### src/hdl/exd_pkg.sv
/*
 * Shared types and constants for the exception dispatch unit.
 * Assumes a single core clock; all inputs come from core logic on that clock.
 */
package exd_pkg;
	localparam int unsigned FP_CONDS = 6;
	localparam logic [7:0] VEC_BREAK = 8'h03;
	localparam logic [7:0] VEC_OVF = 8'h04;
	localparam logic [7:0] VEC_RANGE = 8'h05;
	localparam logic [7:0] VEC_GP = 8'h0d;
	localparam logic [7:0] VEC_FPERR = 8'h10;
	localparam logic [7:0] VEC_SIMDFP = 8'h13;
	localparam int unsigned FLAG_IF = 9;
	localparam int unsigned FLAG_OVF = 11;
	localparam int unsigned SLOTS = 6;
	localparam logic [2:0] POPS_SHORT = 3'h3;
	localparam logic [2:0] POPS_LONG = 3'h5;
	localparam logic [1:0] SHIFT_REAL = 2'h2;
	localparam logic [1:0] SHIFT_PROT = 2'h3;
	localparam logic [1:0] SHIFT_LONG = 2'h0;
	localparam logic [15:0] SEL_NULL = 16'h0000;
	typedef enum logic [1:0] {M_REAL, M_PROT, M_LONG} exd_mode_e;
	typedef enum logic [3:0] {K_HW, K_INTN, K_INTO, K_INT3, K_BOUND, K_FPX, K_FPS,
		K_RETURN} exd_kind_e;
	typedef enum logic [1:0] {G_INTR, G_TRAP, G_TASK} exd_gate_e;
	typedef struct packed {
		exd_kind_e kind;
		logic [7:0] vector;
		logic err_valid;
		logic [31:0] err_code;
		logic [FP_CONDS-1:0] fp_cond;
		logic [31:0] bnd_val;
		logic [31:0] bnd_lo;
		logic [31:0] bnd_hi;
	} exd_req_s;
	typedef struct packed {
		logic [63:0] flags;
		logic [15:0] cs;
		logic [63:0] ip;
		logic [15:0] ss;
		logic [63:0] sp;
		logic [1:0] priv;
	} exd_ctx_s;
	typedef struct packed {
		exd_gate_e gtype;
		logic [1:0] tgt_priv;
		logic code64;
		logic [15:0] sel;
		logic [63:0] off;
	} exd_gate_s;
endpackage

### src/hdl/exd_dispatch.sv
/*
 * Exception and interrupt dispatch sequencer: decodes software calls and
 * hardware events to a vector, reads the table entry, builds the stack
 * frame, and hands the handler entry point to the core.
 * Assumes table, stack and task-switch partners on the same clock.
 */
`timescale 1ns/1ps
module exd_dispatch (
	input wire logic clk, // Core clock
	input wire logic nrst, // Synchronous reset, active low
	input wire logic req_valid, // Event or instruction request
	input exd_pkg::exd_req_s req, // Request contents
	input exd_pkg::exd_mode_e mode, // Operating mode
	input exd_pkg::exd_ctx_s ctx, // Interrupted context
	output logic busy_q, // Sequence in progress
	output logic tbl_req_q, // Table read strobe
	output logic [15:0] tbl_addr_q, // Table byte address
	input wire logic tbl_valid, // Table entry returned
	input exd_pkg::exd_gate_s tbl_entry, // Table entry
	output logic push_valid_q, // Stack push valid
	output logic [63:0] push_data_q, // Stack push data
	output logic push_wide_q, // 8-byte push
	input wire logic push_ready, // Stack accepts push
	output logic pop_req_q, // Stack pop strobe
	input wire logic pop_valid, // Pop data valid
	input wire logic [63:0] pop_data, // Popped word
	output logic task_save_q, // Save task state strobe
	output logic task_restore_q, // Restore task state strobe
	output logic [15:0] task_sel_q, // Handler task selector
	input wire logic task_ack, // Task switch done
	output logic jump_q, // Handler entry pulse
	output logic resume_q, // Return to interrupted code pulse
	output logic [7:0] vector_q, // Dispatched vector
	output logic [15:0] new_cs_q, // New code selector
	output logic [63:0] new_ip_q, // New instruction pointer
	output logic [63:0] new_flags_q, // New flags register
	output logic ss_null_q, // Stack selector loaded null
	output logic [15:0] new_ss_q // New stack selector
);
	import exd_pkg::*;

	typedef enum logic [2:0] {S_IDLE, S_TBL, S_PUSH, S_TASK, S_POP, S_RTASK} exd_state_e;

	////////////////////////////////////////////////////////////////////////
	// Request decode
	exd_state_e state_q;
	exd_mode_e mode_q;
	exd_ctx_s ctx_q;
	logic [31:0] err_q;
	logic err_v_q;
	logic task_q;
	logic [5:0] mask_q;
	logic [2:0] idx_q;
	logic [2:0] pops_q;
	exd_gate_s gate_q;

	wire accept = req_valid && (state_q == S_IDLE);
	wire ovf = ctx.flags[FLAG_OVF];
	wire outside = (req.bnd_val < req.bnd_lo) || (req.bnd_val > req.bnd_hi);
	wire fp_any = |req.fp_cond;
	// Only listed kinds can raise a vector; overflow flag alone never does
	wire fire = (req.kind == K_HW) || (req.kind == K_INTN) ||
		(req.kind == K_INT3) ||
		(req.kind == K_INTO && ovf) ||
		(req.kind == K_BOUND && outside) ||
		((req.kind == K_FPX || req.kind == K_FPS) && fp_any);
	// Vector selection; generic call keeps operand, so 4 and 5 match
	wire [7:0] vec_d = (req.kind == K_INT3) ? VEC_BREAK :
		(req.kind == K_INTO) ? VEC_OVF :
		(req.kind == K_BOUND) ? VEC_RANGE :
		(req.kind == K_FPX) ? VEC_FPERR :
		(req.kind == K_FPS) ? VEC_SIMDFP : req.vector;
	// Table stride: 4 bytes real, 8 protected, 16 long
	wire [1:0] shf = (mode == M_REAL) ? SHIFT_REAL :
		(mode == M_PROT) ? SHIFT_PROT : SHIFT_LONG;
	wire [15:0] addr_d = (mode == M_LONG) ? {4'h0, vec_d, 4'h0} : (16'(vec_d) << shf);

	////////////////////////////////////////////////////////////////////////
	// Table entry evaluation
	wire real_m = (mode_q == M_REAL);
	wire long_m = (mode_q == M_LONG);
	wire priv_chg = !real_m && (tbl_entry.tgt_priv != ctx_q.priv);
	wire stk_push = long_m || priv_chg;
	wire bad64 = long_m && !tbl_entry.code64 && (vector_q != VEC_GP);
	wire is_task = !real_m && (tbl_entry.gtype == G_TASK);
	wire clr_if = real_m || (tbl_entry.gtype == G_INTR);

	// Frame slot contents in push order
	function automatic logic [63:0] slot(input logic [2:0] i, input exd_ctx_s c,
		input logic [31:0] e);
		case (i)
			3'd0: slot = {48'h0000_0000_0000, c.ss};
			3'd1: slot = c.sp;
			3'd2: slot = c.flags;
			3'd3: slot = {48'h0000_0000_0000, c.cs};
			3'd4: slot = c.ip;
			default: slot = {32'h0000_0000, e};
		endcase
	endfunction

	wire [63:0] slot_w = slot(idx_q, ctx_q, err_q);
	wire [63:0] slot_z = long_m ? slot_w : {32'h0000_0000, slot_w[31:0]};
	wire [63:0] flags_clr = ctx_q.flags & ~(64'h1 << FLAG_IF);

	////////////////////////////////////////////////////////////////////////
	// Sequencer
	always_ff @(posedge clk) begin
		if (!nrst) begin
			state_q <= S_IDLE;
			mode_q <= M_REAL;
			ctx_q <= '0;
			err_q <= 32'h0000_0000;
			err_v_q <= 1'b0;
			task_q <= 1'b0;
			mask_q <= 6'h00;
			idx_q <= 3'h0;
			pops_q <= 3'h0;
			gate_q <= '0;
			busy_q <= 1'b0;
			tbl_req_q <= 1'b0;
			tbl_addr_q <= 16'h0000;
			push_valid_q <= 1'b0;
			push_data_q <= 64'h0000_0000_0000_0000;
			push_wide_q <= 1'b0;
			pop_req_q <= 1'b0;
			task_save_q <= 1'b0;
			task_restore_q <= 1'b0;
			task_sel_q <= 16'h0000;
			jump_q <= 1'b0;
			resume_q <= 1'b0;
			vector_q <= 8'h00;
			new_cs_q <= 16'h0000;
			new_ip_q <= 64'h0000_0000_0000_0000;
			new_flags_q <= 64'h0000_0000_0000_0000;
			ss_null_q <= 1'b0;
			new_ss_q <= 16'h0000;
		end else begin
			tbl_req_q <= 1'b0;
			pop_req_q <= 1'b0;
			task_save_q <= 1'b0;
			task_restore_q <= 1'b0;
			jump_q <= 1'b0;
			resume_q <= 1'b0;
			case (state_q)
				S_IDLE: begin
					if (accept && req.kind == K_RETURN) begin
						mode_q <= mode;
						busy_q <= 1'b1;
						if (task_q) begin
							task_restore_q <= 1'b1;
							state_q <= S_RTASK;
						end else begin
							pops_q <= (mode == M_LONG) ? POPS_LONG : POPS_SHORT;
							pop_req_q <= 1'b1;
							state_q <= S_POP;
						end
					end else if (accept && fire) begin
						mode_q <= mode;
						ctx_q <= ctx;
						err_q <= req.err_code;
						err_v_q <= req.err_valid;
						vector_q <= vec_d;
						tbl_addr_q <= addr_d;
						tbl_req_q <= 1'b1;
						busy_q <= 1'b1;
						state_q <= S_TBL;
					end
				end
				S_TBL: begin
					if (tbl_valid && bad64) begin
						// Non-64-bit target: redirect to protection fault
						vector_q <= VEC_GP;
						tbl_addr_q <= {4'h0, VEC_GP, 4'h0};
						tbl_req_q <= 1'b1;
						err_v_q <= 1'b1;
						err_q <= {16'h0000, tbl_entry.sel};
					end else if (tbl_valid && is_task) begin
						task_sel_q <= tbl_entry.sel;
						task_save_q <= 1'b1;
						state_q <= S_TASK;
					end else if (tbl_valid) begin
						gate_q <= tbl_entry;
						// Slots: stack pair, flags, cs, ip, error
						mask_q <= {err_v_q, 3'b111, stk_push, stk_push};
						new_flags_q <= clr_if ? flags_clr : ctx_q.flags;
						ss_null_q <= long_m && priv_chg;
						new_ss_q <= (long_m && priv_chg) ? SEL_NULL : ctx_q.ss;
						idx_q <= 3'h0;
						state_q <= S_PUSH;
					end
				end
				S_PUSH: begin
					if (push_valid_q && !push_ready) begin
						push_valid_q <= 1'b1;
					end else if (idx_q == 3'(SLOTS)) begin
						push_valid_q <= 1'b0;
						// Real mode entry is a bare pointer pair
						new_cs_q <= real_m ? gate_q.off[31:16] : gate_q.sel;
						new_ip_q <= real_m ? {48'h0000_0000_0000, gate_q.off[15:0]} :
							gate_q.off;
						jump_q <= 1'b1;
						busy_q <= 1'b0;
						state_q <= S_IDLE;
					end else begin
						push_valid_q <= mask_q[idx_q];
						push_data_q <= slot_z;
						push_wide_q <= long_m;
						idx_q <= idx_q + 3'h1;
					end
				end
				S_TASK: begin
					if (task_ack) begin
						task_q <= 1'b1;
						jump_q <= 1'b1;
						busy_q <= 1'b0;
						state_q <= S_IDLE;
					end
				end
				S_RTASK: begin
					if (task_ack) begin
						task_q <= 1'b0;
						resume_q <= 1'b1;
						busy_q <= 1'b0;
						state_q <= S_IDLE;
					end
				end
				S_POP: begin
					// Pops come back as ip, cs, flags; long mode pops ip and cs twice, then flags
					if (pop_valid) begin
						case (pops_q)
							3'h5, 3'h3: new_ip_q <= pop_data;
							3'h4: new_cs_q <= pop_data[15:0];
							3'h2: new_cs_q <= pop_data[15:0];
							default: new_flags_q <= pop_data;
						endcase
						if (pops_q == 3'h1) begin
							resume_q <= 1'b1;
							busy_q <= 1'b0;
							state_q <= S_IDLE;
						end else begin
							pops_q <= pops_q - 3'h1;
							pop_req_q <= 1'b1;
						end
					end
				end
				default: state_q <= S_IDLE;
			endcase
		end
	end
endmodule

### config.mk
export PLATFORM = sky130hd
export DESIGN_NAME = exd_dispatch
export DESIGN_NICKNAME = d
export VERILOG_FILES = /design/src/hdl/exd_pkg.sv /design/src/hdl/exd_dispatch.sv
export SDC_FILE = /design/constraint.sdc
export NUM_CORES = 2
export LEC_CHECK = 0
export ABC_AREA = 1
export BUFFER_PORTS_ARGS = -buffer_cell sky130_fd_sc_hd__buf_2
export CAP_MARGIN = 20
export CORE_AREA = 4 4 307 309
export CTS_BUF_LIST = sky130_fd_sc_hd__clkbuf_4 sky130_fd_sc_hd__clkbuf_8 sky130_fd_sc_hd__clkbuf_16
export DETAILED_ROUTE_END_ITERATION = 10
export DIE_AREA = 0 0 311 313
export PLACE_DENSITY = 0.59
export SYNTH_ARGS = -nofsm -noshare
export SYNTH_HDL_FRONTEND = slang
export SYNTH_SLANG_ARGS = --single-unit
export TNS_END_PERCENT = 5
### constraint.sdc
create_clock -name clk -period 2 [get_ports clk]
set_input_delay 0.1 -clock clk [delete_from_list [all_inputs] [get_ports clk]]
set_output_delay 0.1 -clock clk [all_outputs]
set_load 0.01 [all_outputs]
# [Word-level counts from Yosys, hierarchy flattened]
# Cells that the tools add are included.
[totals] output_inout_bits=274 in_bits=531 regBits=631
[classes] magnitude_cmp=3 shifts=1 n_mux=104 reduce_logical=61 addsub=2 n_bitwise=7 eq_ne=50
[ops] operator="2-to-1 mux 64 bit" count=11
[ops] operator="case mux 64 bit (5 select lines)" count=1
[ops] operator="case mux 64 bit (2 select lines)" count=2
[ops] operator="2-to-1 mux 16 bit" count=10
[ops] operator="2-to-1 mux 32 bit" count=3
[ops] operator="2-to-1 mux 8 bit" count=8
[ops] operator="case mux 16 bit (2 select lines)" count=2
[ops] operator="case mux 32 bit (2 select lines)" count=1
[ops] operator="2-to-1 mux 3 bit" count=20
[ops] operator="greater-than comparator 32 bit" count=1
[ops] operator="< comparator 32 bit" count=1
[ops] operator="inequality test 2 bit, second input constant" count=16
[ops] operator="2-to-1 mux 1 bit" count=29
[ops] operator="== test 3 x 2 -> 1 bit, second input constant" count=6
[ops] operator="== test 3 bit, second input constant" count=6
[ops] operator="== test 4 x 3 -> 1 bit, second input constant" count=4
[ops] operator="case mux 8 bit (2 select lines)" count=1
[ops] operator="left shift 8 x 2 -> 16 bit" count=1
[ops] operator="case mux 3 bit (5 select lines)" count=1
[ops] operator="AND reduction 3 bit" count=5
[ops] operator="AND reduction 5 bit" count=3
[ops] operator="logical AND 1 bit" count=14
[ops] operator="nonzero test 2 bit" count=7
[ops] operator="case mux 1 bit (2 select lines)" count=6
[ops] operator="34 further kinds" count=69

# [Depth between registers and ports, before layout]
[logic_depth] depth_word=11 depth_mapped=24

# [Worst setup path before layout]
# Ideal clock, no wire load.
[synth_timing] kind="input to register" start="input port req[63] (netlist name)" end="register ctx_q[107] (netlist name)" arrival_ns=1.780 required_time_ns=1.884 cell_stages=19 setup_slack_ns=0.104 setup_time_ns=0.116 path_cell_list="inv_1 > ha_1 > nand2_1 > inv_1 > nand3_1 > nor3_2 > nand2_1 > nor3_1 > nand2_1 > nand2_1 > nand2_1 > nand2_1 > nand2_1 > nand2_4 > inv_2 > buf_4 > buf_2 > nor2_1 > nor2_1"
[synth_via] elab_chain_len=7
[synth_lines] item="start, declared" line="exd_dispatch.sv:12" rtl="input exd_pkg::exd_req_s req,"
[synth_lines] item="< comparator 32 bit" line="exd_dispatch.sv:59" rtl="wire outside = (req.bnd_val < req.bnd_lo) || (req.bnd_val > req.bnd_hi);"
[synth_lines] item="logical OR 1 bit" line="exd_dispatch.sv:59"
[synth_lines] item="logical AND 1 bit" line="exd_dispatch.sv:65" rtl="(req.kind == K_BOUND && outside) ||"
[synth_lines] item="logical OR 1 bit" line="exd_dispatch.sv:64" rtl="(req.kind == K_INTO && ovf) ||"
[synth_lines] item="logical OR 1 bit" line="exd_dispatch.sv:65"
[synth_lines] item="logical AND 1 bit" line="exd_dispatch.sv:157" rtl="end else if (accept && fire) begin"
[synth_lines] item="AND reduction 3 bit (no line)"
[synth_lines] item="end signal, assigned" line="exd_dispatch.sv:159" rtl="ctx_q <= ctx;"
[synth_lines] item="end, declared" line="exd_dispatch.sv:48" rtl="exd_ctx_s ctx_q;"
# Every way passes these cells.
# A chain may end at the register's enable or synchronous reset.

# [Worst setup path after layout]
[layout_timing] start="register vector_q[1]" end="register new_ss_q[15]"
[layout_via] elab_chain_len=5
[layout_lines] item="start, declared" line="exd_dispatch.sv:33" rtl="output logic [7:0] vector_q,"
[layout_lines] item="start signal, assigned" line="exd_dispatch.sv:162" rtl="vector_q <= vec_d;"
[layout_lines] item="inequality test 8 x 4 -> 1 bit" line="exd_dispatch.sv:84" rtl="wire bad64 = long_m && !tbl_entry.code64 && (vector_q != VEC_GP);"
[layout_lines] item="logical AND 1 bit" line="exd_dispatch.sv:84"
[layout_lines] item="logical AND 1 bit" line="exd_dispatch.sv:170" rtl="if (tbl_valid && bad64) begin"
[layout_lines] item="inverter 1 bit (no line)"
[layout_lines] item="AND reduction 4 bit (no line)"
[layout_lines] item="end signal, assigned" line="exd_dispatch.sv:187" rtl="new_ss_q <= (long_m && priv_chg) ? SEL_NULL : ctx_q.ss;"
[layout_lines] item="end, declared" line="exd_dispatch.sv:38" rtl="output logic [15:0] new_ss_q"
# Every way passes these cells.

==> run_results.csv <==
group,metric,value,unit
sta,rsz0062_at_grt,"yes",
setup_path,cp.arrival,2.68,ns
sta,maxSlewViolCount,0,
floorplanning,die_w,311,µm
clock_network,insertion_delay,0.61,ns
sta,period_needed,2.15,ns
synth,yosys.area.top_type,"dfxtp_1",
clock_network,cts_buffer_depth,3,
clock_network,cts_tree,"done",
floorplanning,dieArea,97300,µm²
drt,final_antenna_net_count,0,
sta,hold_slack,0.0772,ns
cells_and_area,drive_gt1_share,27.3,%
cells_and_area,synthToLayoutAreaGrowth,54.0,%
setup_path,crit_cells,12,
cells_and_area,nets,5417,
pwr,combPwrFrac,32.8,%
synth,synthCells,3525,
drt,via_per_inst,5.02,
setup_path,crit_required,2.53,ns
drt,via_count,30500,
synth,synth_most_common_cell,"dfxtp_1",
clock_network,numClockSinks,624,
sta,setup_viol,119,
placed_design,dpl.cell_count,5494,
synth,ys_top_cells_by_count,"624 x dfxtp_1, 494 x o21ai_0, 489 x nand2_1, 471 x nor2_1, 321 x a21oi_1",
synth,ys_seq_area_share,47.0,%
floorplanning,start_util,29.1,%
setup_path,path_cells,"nor2_2 -> nand3_2 -> nor4b_4 -> nand3b_1 -> nand2_2 -> nor3_4 -> bufinv_8 -> nor2_4 -> buf_4 -> buf_12 -> nand2_1 -> a21oi_2",
placed_design,hpwl,94.9,mm
pwr,finalPower,46.2,mW
cells_and_area,final_util,44.8,%
sta,worst_pin_slew,0.519,ns
sta,setup_tns,-10.74,ns
setup_path,critPathLaunchType,"register",
grt,grt_pass1_vias,29000,
min_path,holdPathStages,5,
setup_path,worstPathMaxFanout,9,
floorplanning,fp.dieH,313,µm
grt,grt_max_degree,114,
floorplanning,coreArea,91400,µm²
synth,syn_avg_cell_area,7.54,µm²
synth,synth_seq_cells,624,
placed_design,portBuffers,800,
clock_network,root_buffer,"clkbuf_16",
setup_path,critical-path-top-delay-family,"simple AND/OR/NAND/NOR gates",
placed_design,place_area,33300,µm²
run_status,outcome,"finished, violations left",
setup_path,crit_slowest_cell,"dfxtp_2",
placed_design,pre_cts_ws,-0.555,ns
synth,syn_area,26600,µm²
grt,grt_pass1_wl,186,mm
clock_network,cts_buffers,73,
pwr,swShare,35.6,%
grt,grtUsageTotal,24.9,%
cells_and_area,final_cell_area,40900,µm²
sta,maxSlewHeadroom,64.4,%
synth,synth_area_leaders,"dfxtp_1 47%, o21ai_0 9.3%, nand2_1 6.9%",
clock_network,htreeDepth,3,
synth,synth_edf_count,0,
min_path,hp-class,"input port to register",
drt,drtPass1Iterations,6,
sta,fmax,464,MHz
grt,globalRouteOverflowTotal,0,
setup_path,end_kind,"register",
pwr,intPower,29.8,mW
pwr,p_leak,17.7,nW
setup_path,crit_type,"register to register",
sta,layout_worst_path_cycle_share,108,%
synth,synth_cell_type_count,47,
synth,async_reset_ff_share,0,%
pwr,vdd_drop_max,0.715,mV
drt,avgRoutedWirePerCell,21.2,µm
floorplanning,fp-row-count,111,
grt,antenna_found_initial,16,
drt,drt_iter0_drc,2833,
setup_path,cp_slowest_stage_delay,0.32,ns
sta,finalWorstSetupSlack,-0.153,ns
drt,drcViolationCount,0,
cells_and_area,final_cells,6068,
sta,hold_viol,0,
pwr,pwr-share-seq,36.3,%
clock_network,clk_pin_slew_worst_paths,0.06,ns
setup_path,reg2reg_depth,12,
synth,synth_top_area_share,47.0,%
synth,ys_warn_count,0,
run_status,violations,"negative setup slack",
sta,clock_skew,0.0247,ns
setup_path,critPathBufInv,3,
pwr,power.net_switching,16.5,mW
placed_design,gp_congestion,0.925,
synth,synth_flop_cell,"dfxtp_1",
pwr,pwr-share-clk,30.9,%
drt,postRouteWirelength,129,mm
run,maxCapViolCount,0,
pwr,p_per_area,1130,nW/µm²
floorplanning,ioPinCount,805,
-- cell families after synthesis --
kind of cell,count (synthesis),synth area share [%]
AOI/OAI and AO/OA,1162,23.8
xor gates and xnor gates,3,0.0988
adders and majority gates,73,3.43
buffers and inverters,558,8.80
DFF,624,47.0
muxes,12,0.452
other,1,0.0141
and+or+nand+nor,1092,16.4
-- power groups by stage --
stage	combinational [mW]	sequential [mW]	clock, mW
2_1_floorplan	6.66	16.9	0
3_3_place_gp	13.4	16.9	0
3_5_place_dp	13.5	16.9	0
4_1_cts	14.5	16.7	14.5
5_1_grt	16.3	17.0	15.0
6_report	15.1	16.8	14.3
-- cell type report --
class	instances	area [µm²]
repair buffers	1469	10900
diodes	15	37.5
repair inverters	1	8.76
inverters	298	1160
clock buffers	106	2220
multi-input cells	2346	12200
well taps	1186	1480
fillers	8986	50400
flip-flops and latches	624	12500
clock inverters	23	359
-- worst reg2reg max path, delay by kind of cell (launching register included) --
family,cells,cell delay [ns]
AOI/OAI and AO/OA,1,0.11
buffers and inverters,3,0.50
DFF,1,0.32
and+or+nand+nor,8,1.13
-- path summary, 6_finish.rpt --
kind,startpoint,to,slack [ns]
max reg2reg,vector_q[1],new_ss_q[15],-0.15
min reg2reg,task_sel_q[5],task_sel_q[5],0.44
max,vector_q[1],new_ss_q[15],-0.15
min,req[141],vector_q[6],0.08
-- routing by layer --
metal / wire length [µm] / global-route usage [%]
met1: 56400 / 34.3
met2: 57300 / 38.7
met3: 9310 / 4.53
met4: 5560 / 9.55
met5: 16 / 0
-- cell usage in the layout (no fill, tap or decap), drive strengths merged, types with 21 or more instances in the layout --
cell type,n
buf,1050
a31oi,149
nor2,478
inv,299
dlygate4sd3,414
o221ai,31
nand3,88
a221oi,22
o22ai,34
o21ai,571
dfxtp,624
ha,73
clkbuf,111
o211ai,21
nand2,493
a21oi,321
-- flip-flops by register name, summed over array words and instances (netlist names), 8 cells and up --
signal,count
ctx_q,226
tbl_addr_q,12
new_ip_q,64
err_q,32
new_flags_q,64
new_ss_q,16
gate_q,80
push_data_q,64
task_sel_q,16
vector_q,8
new_cs_q,16
-- timing repair --
action | in CTS | in global routing
cloned | 2 | 5
endpoints found under the setup margin | 342 | 574
resized for setup | 70 | 152
endpoints found under the hold margin | 510 | 0
hold buffers | 414 | 0
buffers inserted | 9 | 0
pin swaps | 1 | 23
(Power assumes the default switching activity.)
